`src/pkg/pll_bw_params.svh`:
```
// Register offsets, field positions, reset values and lock detector counts
`ifndef PLL_BW_PARAMS_SVH
`define PLL_BW_PARAMS_SVH
`define ADDR_LOOP_CTRL 8'h36
`define ADDR_BW_CTRL 8'h37
`define ADDR_MULT_HIGH 8'h38
`define ADDR_MULT_LOW 8'h39
`define ADDR_LIN_RANGE 8'h3A
`define CTRL_IRQ_EN_BIT 7
`define CTRL_FLAG_BIT 6
`define CTRL_POWER_BIT 5
`define CTRL_BASE_SEL_BIT 4
`define CTRL_RANGE_LSB 0
`define BW_AUTO_BIT 7
`define BW_LOCK_BIT 6
`define BW_MODE_BIT 5
`define RST_IRQ_EN 1'b0
`define RST_POWER 1'b1
`define RST_BASE_SEL 1'b0
`define RST_RANGE_EXP 2'h0
`define RST_AUTO 1'b0
`define RST_MULT_HIGH 4'h0
`define RST_MULT_LOW 8'h40
`define RST_LIN_RANGE 8'h40
`define LOCK_WINDOW 8'h10
`define MODE_TOLERANCE 8'h02
`define LOCK_TOLERANCE 8'h01
`endif

```
`src/pkg/pll_bw_pkg.sv`:
```
// Types shared by the loop bandwidth control block
package pll_bw_pkg;
  typedef enum logic [2:0] {SEL_CTRL, SEL_BW, SEL_MHIGH, SEL_MLOW, SEL_RANGE, SEL_NONE} reg_sel_t;
  typedef enum {FILT_ACQUIRE, FILT_TRACK} filter_mode_t;
endpackage

```
`src/design/pll_bandwidth_mode_control.sv`:
```
// Loop filter bandwidth control, lock detector and loop programming registers
`timescale 1ns/1ps
`include "pll_bw_params.svh"

// Functional notes
// - Acquisition mode: mode bit reads zero, filter allowed large corrections
// - Tracking mode whenever not acquiring or mode bit set; small corrections only
// - With automatic select set, lock detector switches filter mode itself
// - Automatic mode: mode bit read-only, set in tolerance, cleared outside
// - Automatic mode: lock flag read-only, follows frequency entering/leaving tolerance
// - Automatic mode with irq enable: interrupt on every lock flag toggle
// - Manual mode: mode bit is writable and selects acquisition or tracking
// - Manual mode: lock flag held inactive, no interrupts produced
// - Loop output is N times reference; bus clock is quarter of it
// - Centre frequency is L times two to E times nominal step
// - Multiplier value zero behaves exactly as one
// - Linear range zero disables loop and forces crystal base clock
module pll_bandwidth_mode_control
  import pll_bw_pkg::*;
#(
  parameter logic [7:0] MULT_LOW_RST = `RST_MULT_LOW,
  parameter logic [7:0] LIN_RANGE_RST = `RST_LIN_RANGE,
  parameter logic [7:0] LOCK_WIN = `LOCK_WINDOW
) (
  input wire logic CLK,
  input wire logic RST,
  input wire logic [7:0] ADDR,
  input wire logic [7:0] WR_DATA,
  input wire logic WR_STB,
  input wire logic RD_STB,
  output logic [7:0] RD_DATA,
  input wire logic REF_TICK,
  input wire logic FB_TICK,
  output logic LOOP_ENABLE,
  output logic FILTER_TRACK,
  output logic BASE_CLK_SEL,
  output logic [11:0] MULT_N_EFF,
  output logic [1:0] RANGE_EXP,
  output logic [7:0] LIN_RANGE,
  output logic LOCKED,
  output logic IRQ
);

  // Programmable register state
  logic loop_irq_enable_r;
  logic loop_flag_r;
  logic loop_power_on_r;
  logic base_clock_select_r;
  logic [1:0] range_exponent_field_r;
  logic auto_select_r;
  logic lock_r;
  logic filter_mode_select_r;
  logic [3:0] multiplier_high_r;
  logic [7:0] multiplier_low_r;
  logic [7:0] linear_range_r;
  // Lock detector working state
  logic [7:0] ref_cnt_r;
  logic [7:0] fb_cnt_r;
  // Derived loop status
  logic loop_active;
  logic window_end;
  logic [7:0] freq_err;
  logic in_mode_tol;
  logic in_lock_tol;
  logic lock_nxt;
  // Register bus decode
  reg_sel_t wr_sel;
  reg_sel_t rd_sel;
  filter_mode_t filter_mode;

  // Address decode shared by reads and writes
  function automatic reg_sel_t decode(input logic [7:0] a);
    unique case (a)
      `ADDR_LOOP_CTRL: decode = SEL_CTRL;
      `ADDR_BW_CTRL: decode = SEL_BW;
      `ADDR_MULT_HIGH: decode = SEL_MHIGH;
      `ADDR_MULT_LOW: decode = SEL_MLOW;
      `ADDR_LIN_RANGE: decode = SEL_RANGE;
      default: decode = SEL_NONE;
    endcase
  endfunction

  assign wr_sel = WR_STB ? decode(ADDR) : SEL_NONE;
  assign rd_sel = RD_STB ? decode(ADDR) : SEL_NONE;

  // Loop runs only when powered and range is nonzero
  assign loop_active = loop_power_on_r && (linear_range_r != 8'h00);

  // Filter mode follows the mode bit
  assign filter_mode = filter_mode_select_r ? FILT_TRACK : FILT_ACQUIRE;

  // Frequency error over one reference window
  assign window_end = REF_TICK && (ref_cnt_r == LOCK_WIN - 8'h01);
  assign freq_err = (fb_cnt_r > LOCK_WIN) ? (fb_cnt_r - LOCK_WIN) : (LOCK_WIN - fb_cnt_r);
  assign in_mode_tol = freq_err <= `MODE_TOLERANCE;
  assign in_lock_tol = freq_err <= `LOCK_TOLERANCE;

  // Next lock state: only meaningful in automatic mode with an active loop
  always_comb begin
    lock_nxt = lock_r;
    if (!auto_select_r || !loop_active) begin
      lock_nxt = 1'b0;
    end else if (window_end) begin
      lock_nxt = in_lock_tol;
    end
  end

  // Reference window counter, restarts at each window end
  always_ff @(posedge CLK) begin
    if (RST || !loop_active || window_end) begin
      ref_cnt_r <= 8'h00;
    end else if (REF_TICK) begin
      ref_cnt_r <= ref_cnt_r + 8'h01;
    end
  end

  // Feedback edge counter, saturates so a runaway loop cannot wrap
  always_ff @(posedge CLK) begin
    if (RST || !loop_active) begin
      fb_cnt_r <= 8'h00;
    end else if (window_end) begin
      fb_cnt_r <= FB_TICK ? 8'h01 : 8'h00;
    end else if (FB_TICK && fb_cnt_r != 8'hFF) begin
      fb_cnt_r <= fb_cnt_r + 8'h01;
    end
  end

  // Loop control register with power and base clock interlocks
  always_ff @(posedge CLK) begin
    if (RST) begin
      loop_irq_enable_r <= `RST_IRQ_EN;
      loop_power_on_r <= `RST_POWER;
      base_clock_select_r <= `RST_BASE_SEL;
      range_exponent_field_r <= `RST_RANGE_EXP;
    end else begin
      if (wr_sel == SEL_CTRL) begin
        loop_irq_enable_r <= WR_DATA[`CTRL_IRQ_EN_BIT];
        range_exponent_field_r <= WR_DATA[`CTRL_RANGE_LSB +: 2];
        // Cannot power down while loop clock is selected
        loop_power_on_r <= WR_DATA[`CTRL_POWER_BIT] || base_clock_select_r;
        // Loop clock selectable only if loop already running
        base_clock_select_r <= WR_DATA[`CTRL_BASE_SEL_BIT] && loop_active;
      end
      if (linear_range_r == 8'h00) begin
        base_clock_select_r <= 1'b0;
      end
    end
  end

  // Bandwidth control: automatic select and mode bit
  always_ff @(posedge CLK) begin
    if (RST) begin
      auto_select_r <= `RST_AUTO;
      filter_mode_select_r <= 1'b0;
    end else begin
      if (wr_sel == SEL_BW) begin
        auto_select_r <= WR_DATA[`BW_AUTO_BIT];
      end
      if (auto_select_r) begin
        if (!loop_active) begin
          filter_mode_select_r <= 1'b0;
        end else if (window_end) begin
          filter_mode_select_r <= in_mode_tol;
        end
      end else if (wr_sel == SEL_BW) begin
        filter_mode_select_r <= WR_DATA[`BW_MODE_BIT];
      end
    end
  end

  // Lock flag
  always_ff @(posedge CLK) begin
    if (RST) begin
      lock_r <= 1'b0;
    end else begin
      lock_r <= lock_nxt;
    end
  end

  // Toggle event flag; set wins over read clear
  always_ff @(posedge CLK) begin
    if (RST) begin
      loop_flag_r <= 1'b0;
    end else if (auto_select_r && (lock_nxt != lock_r)) begin
      loop_flag_r <= 1'b1;
    end else if (rd_sel == SEL_CTRL || !auto_select_r) begin
      loop_flag_r <= 1'b0;
    end
  end

  // Multiplier high nibble
  always_ff @(posedge CLK) begin
    if (RST) begin
      multiplier_high_r <= `RST_MULT_HIGH;
    end else if (wr_sel == SEL_MHIGH) begin
      multiplier_high_r <= WR_DATA[3:0];
    end
  end

  // Multiplier low byte
  always_ff @(posedge CLK) begin
    if (RST) begin
      multiplier_low_r <= MULT_LOW_RST;
    end else if (wr_sel == SEL_MLOW) begin
      multiplier_low_r <= WR_DATA;
    end
  end

  // Linear range; zero here shuts the loop down
  always_ff @(posedge CLK) begin
    if (RST) begin
      linear_range_r <= LIN_RANGE_RST;
    end else if (wr_sel == SEL_RANGE) begin
      linear_range_r <= WR_DATA;
    end
  end

  // Registered read data, zero for unmapped or idle
  always_ff @(posedge CLK) begin
    if (RST) begin
      RD_DATA <= 8'h00;
    end else begin
      unique case (rd_sel)
        SEL_CTRL: RD_DATA <= {loop_irq_enable_r, loop_flag_r, loop_power_on_r, base_clock_select_r,
                              2'h0, range_exponent_field_r};
        SEL_BW: RD_DATA <= {auto_select_r, lock_r, filter_mode_select_r, 5'h00};
        SEL_MHIGH: RD_DATA <= {4'h0, multiplier_high_r};
        SEL_MLOW: RD_DATA <= multiplier_low_r;
        SEL_RANGE: RD_DATA <= linear_range_r;
        SEL_NONE: RD_DATA <= 8'h00;
      endcase
    end
  end

  // Loop enable and base clock select to the clock selector
  always_ff @(posedge CLK) begin
    if (RST) begin
      LOOP_ENABLE <= 1'b0;
      BASE_CLK_SEL <= 1'b0;
    end else begin
      LOOP_ENABLE <= loop_active;
      BASE_CLK_SEL <= base_clock_select_r && loop_active;
    end
  end

  // Filter bandwidth control to the analog loop filter
  always_ff @(posedge CLK) begin
    if (RST) begin
      FILTER_TRACK <= 1'b0;
    end else begin
      FILTER_TRACK <= (filter_mode == FILT_TRACK);
    end
  end

  // Divider of N sets loop output to N times reference
  always_ff @(posedge CLK) begin
    if (RST) begin
      MULT_N_EFF <= 12'h001;
    end else begin
      MULT_N_EFF <= ({multiplier_high_r, multiplier_low_r} == 12'h000) ? 12'h001
                    : {multiplier_high_r, multiplier_low_r};
    end
  end

  // Range exponent and linear range to the oscillator
  always_ff @(posedge CLK) begin
    if (RST) begin
      RANGE_EXP <= 2'h0;
      LIN_RANGE <= 8'h00;
    end else begin
      RANGE_EXP <= range_exponent_field_r;
      LIN_RANGE <= linear_range_r;
    end
  end

  // Lock status copy for the clock selector
  always_ff @(posedge CLK) begin
    if (RST) begin
      LOCKED <= 1'b0;
    end else begin
      LOCKED <= lock_r;
    end
  end

  // Interrupt level, quiet in manual mode
  always_ff @(posedge CLK) begin
    if (RST) begin
      IRQ <= 1'b0;
    end else begin
      IRQ <= loop_flag_r && loop_irq_enable_r && auto_select_r;
    end
  end

endmodule

```
`config.mk`:
```
export PLATFORM = sky130hd
export DESIGN_NAME = pll_bandwidth_mode_control
export DESIGN_NICKNAME = d
export VERILOG_FILES = /design/src/pkg/pll_bw_pkg.sv /design/src/design/pll_bandwidth_mode_control.sv
export VERILOG_INCLUDE_DIRS = /design/src /design/src/pkg
export SDC_FILE = /design/constraint.sdc
export NUM_CORES = 1
export LEC_CHECK = 0
export ABC_AREA = 1
export ABC_CLOCK_PERIOD_IN_PS = 1800
export BUFFER_PORTS_ARGS = -buffer_cell sky130_fd_sc_hd__clkbuf_2
export CAP_MARGIN = 20
export CORE_UTILIZATION = 50
export CTS_BUF_LIST = sky130_fd_sc_hd__clkbuf_16
export CTS_CLUSTER_SIZE = 14
export DETAILED_ROUTE_END_ITERATION = 8
export GPL_TIMING_DRIVEN = 0
export HOLD_SLACK_MARGIN = 0.15
export PLACE_DENSITY = 0.75
export SYNTH_ARGS = -nofsm -noshare
export SYNTH_HDL_FRONTEND = slang
export SYNTH_SLANG_ARGS = --single-unit
```
`constraint.sdc`:
```
create_clock -name CLK -period 1.8 [get_ports CLK]
set_input_delay 0.18 -clock CLK [delete_from_list [all_inputs] [get_ports CLK]]
set_output_delay 0.18 -clock CLK [all_outputs]
set_load 0.02 [all_outputs]
```
==> results.md <==
* Routed length per placed instance at 13.43 µm
* Final Instance Area at around 4300 µm²
* R2R setup slack at between 0.07 and 0.08 ns
* Hold Vio Cnt, Final at 0
* Critical R2R Launch: fb_cnt_r[1]
* All-Layer GR Usage at between 20% and 30%
* Slew @ Worst Pin at 0.5757 ns
* Period minus WS final at between 1.5 and 2 ns
* H-tree level count at 3
* CP Depth at 14
* Min-delay src: WR_DATA[3]
* Reg area at 1615 µm²
* Hold Path Class: input pin to flip-flop
* Clk root buf: clkbuf_16
* Post-synth top area cell: dfxtp_1
* Netlist Area Pre-Place at ~3400 µm²
* Gp weighted congestion at approximately 0.87
* Max Cap Viol at 0
* End of the worst hold path: multiplier_high_r[3]
* CP Max Fanout at 4
* Area grow syn2layout at 25.36%
* Seq cells post-synth at 80
* Outcome: complete, but fails checks
* Vias at ~3200
* Setup TNS at 0 ns
* Fmax at about 580 MHz
* CP endpoint kind: flip-flop
* Antenna Violating Nets Remaining at 0
* Max Used Layer: met4
* Met3 Wirelength at between 500 and 600 µm
* Initial Util at a little over half
* Skew final at around 0.0081 ns
* Post-synth EDFFs at 0
* Worst Path Buf+Inv at 2
* Final setup viols at 0
* Violated checks: design-rule violations
* # nets final at approximately 550
* Synth cell types at 38
* CP Class: flip-flop to flip-flop
* Post-synth top flop: dfxtp_1
* Largest net degree at the start of global routing at 16
* Post-route DRC violation count at 3
* Layout cells sized above 1 at roughly 25%
* Clk sinks at 80
* CTS Buf Count at 9
* Post-Syn Area per Cell at 7.750 µm²
* Initial detailed-routing violation count at 155
* Die Height at roughly 84 µm
* LEAKAGE at approximately 1.9 nW
* Synth area leaders: dfxtp_1 (47%), nand2_1 (7.1%), nor2_1 (6.5%)
* Post-Route M1 WL at 3.709 mm
* Max incr delay on CP at 0.36 ns
* Slew Limit Fails at 0
* RSZ-0062 raised after global routing: true
* Area of the multi-input gates at around 1600 µm²
* CP required at between 2 and 2.5 ns
* Crit start category: flip-flop
* Syn Inst Count at ~440
* Clk slew on worst S/H paths at about 0.06 ns
* DIE WIDTH at 84.40 µm
* Rows at 29
* Slack of the critical path at between 0.07 and 0.08 ns
* Net Count, Synth at around 470
* Critical-path cell list: inv_4 -> ha_4 -> nand2_2 -> nor2_2 -> nand2_1 -> nand2_2 -> nand3_1 -> nand2_1 -> nand3_1 -> nor2_2 -> nand3_1 -> nand2_1 -> inv_2 -> a21oi_2
* Placement Setup Slack at -0.1102 ns
* Port-buffer cells at 56
* Final Total Pwr at approximately 3.9 mW
* Family with the most delay on the worst path: simple AND/OR/NAND/NOR gates
* Fill count at 550
* Worst skew pair latency at around 0.34 ns
* Register area share after synthesis at between 40% and 50%
* Initial antenna violation count at 0
* Pre-antenna DRT Iters at 8
* CTS Buffer Depth at 2
* Avg Vias per Cell at approximately 5.3
* P per Cell Area at 909.3 nW/µm²
* Worst r2r dst: loop_flag_r
* TritonCTS clock tree: done
* Worst VDD drop at between 0.0005 and 0.0006 V
* Routed wl met2 at roughly 3.6 mm
* Top cell type's share of synthesized area at 47.18%
* CORE AREA at between 6000 and 7000 µm²
* # diodes at 0
* IO Pins at 57
* Die area at just over 7000 µm²
* HPWL Detailed at ~5.7 mm
* GR Overflow Total at 0
* Drt total wl at approximately 8.1 mm
* Endpoint arrival time on the critical path at about 2.0 ns
* First-pass GRT wire length at 13.23 mm
* Max-slew headroom at 61.62%
* Asr flop ratio synth at 0%
* Hold Crit Depth at 3
* R2r worst-path depth at 14
* Synth Warn # at 0
* Final worst-path cycle share at between 90% and 100%
* Slowest CP cell: dfxtp_4
* Number of global-route vias before repair at between 2000 and 3000
* Post-DP Area at between 3000 and 4000 µm²
## routing by layer
metal  vias up  global-route usage (%)
met2       106                   38.82
met4         0                   10.02
met1      1436                   30.78
li1       1587                       -
met3        22                   4.130
met5         -                       0
## cell type report
cell class | instances | share of cell area [%]
buffer | 10 | 1.441
clock buffer | 9 | 5.293
inverter | 61 | 5.616
multi-input combinational | 287 | 36.43
sequential | 80 | 37.96
timing repair buffer | 69 | 9.115
clock inverter | 7 | 1.882
tap | 77 | 2.264
## flip-flops by register name, indices dropped and copies added, names as in the netlist, 2 cells and up
name and count:
MULT_N_EFF 12, LIN_RANGE 8, RD_DATA 8, fb_cnt_r 8
linear_range_r 8, multiplier_low_r 8, ref_cnt_r 8, multiplier_high_r 4
RANGE_EXP 2, range_exponent_field_r 2
## synth_stat cells (3+ instances only)
cell type,n
dfxtp_1,80
nand2_1,64
nor2_1,59
inv_1,57
a21oi_1,36
o21ai_0,29
nand3_1,20
o21ai_1,16
ha_1,9
nand4_1,8
clkbuf_1,6
nor3_1,5
a31oi_1,4
nand2_2,4
nand3_2,4
nor2_4,4
buf_6,3
inv_2,3
## how the worst max path moves through the flow
stage / slack, ns / start / end
finish: 0.07 / fb_cnt_r[1] / loop_flag_r
global route: -0.08 / fb_cnt_r[1] / loop_flag_r
CTS: 0.01 / fb_cnt_r[1] / loop_flag_r
detailed placement: -0.11 / fb_cnt_r[0] / loop_flag_r
global placement: -0.09 / fb_cnt_r[0] / loop_flag_r
floorplan: 0.13 / fb_cnt_r[0] / loop_flag_r
## logic make-up (layout without fill, tap and decap cells)
| kind of cell | Yosys count | count (layout) | share of synthesized area [%] |
|---|---|---|---|
| AO/OA/AOI/OAI | 95 | 95 | 15.22 |
| XOR/XNOR | 3 | 3 | 0.7742 |
| adder cells (fa/ha/maj) | 9 | 9 | 3.317 |
| buffers and inverters | 71 | 156 | 8.588 |
| flip-flops | 80 | 80 | 47.18 |
| multiplexers | 1 | 1 | 0.2949 |
| AND/OR/NAND/NOR | 179 | 179 | 24.62 |
## power breakdown
group | internal, mW | leakage [nW] | switching [mW]
logic | 0.0923 | 1.08 | 0.142
registers | 1.78 | 0.649 | 0.0125
clock network | 1.09 | 0.150 | 0.748
total | 2.97 | 1.88 | 0.903
## stage by stage
| step | hold WS, ns | util [%] | std cells |
|---|---|---|---|
| after floorplan | 0.2532 | - | 438 |
| after global placement | 0.4364 | 58.39 | 571 |
| after detailed placement | 0.4319 | 58.39 | 571 |
| after CTS | 0.1612 | 63.95 | 591 |
| after global routing | 0.1932 | 65.89 | 600 |
| final | 0.1731 | 65.89 | 600 |
## tightest hold or removal path: cells and delay by family
| family | cells | cell delay [ns] |
|---|---|---|
| AOI/OAI and AO/OA | 2 | 0.18 |
| buffers and inverters | 1 | 0.11 |
## cells in the final DEF, fill, tap and decap left out, types with 2 or more instances in the layout
cell / Yosys / final
a21oi_1: 36 / 34
a211oi_1: 2 / 2
nor3_1: 5 / 4
a21oi_2: 2 / 4
dfxtp_4: 0 / 3
nand3b_1: 2 / 2
nor2_2: 2 / 6
nor2_4: 4 / 4
xor2_1: 2 / 2
clkbuf_16: 0 / 9
dlygate4sd3_1: 0 / 4
inv_2: 3 / 6
nand3_2: 4 / 5
ha_1: 9 / 7
buf_6: 3 / 3
nor3b_1: 2 / 2
dfxtp_2: 0 / 2
clkinv_4: 0 / 3
o21ai_1: 16 / 15
nand2_1: 64 / 63
inv_1: 57 / 51
buf_4: 0 / 9
clkbuf_1: 6 / 5
o21a_1: 2 / 2
o21ai_0: 29 / 29
dfxtp_1: 80 / 75
nor2_1: 59 / 55
nand3_1: 20 / 19
nand4_1: 8 / 8
a31oi_1: 4 / 4
clkbuf_2: 0 / 57
nand2_2: 4 / 5
inv_4: 1 / 4
## repair_timing
item,4_1_cts,5_1_grt
setup endpoints to repair,3,22
hold endpoints to repair,6,0
hold buffers,4,0
gates resized for setup,4,28
pin swaps,0,12
buffers inserted,0,9
(Power assumes the default switching activity.)
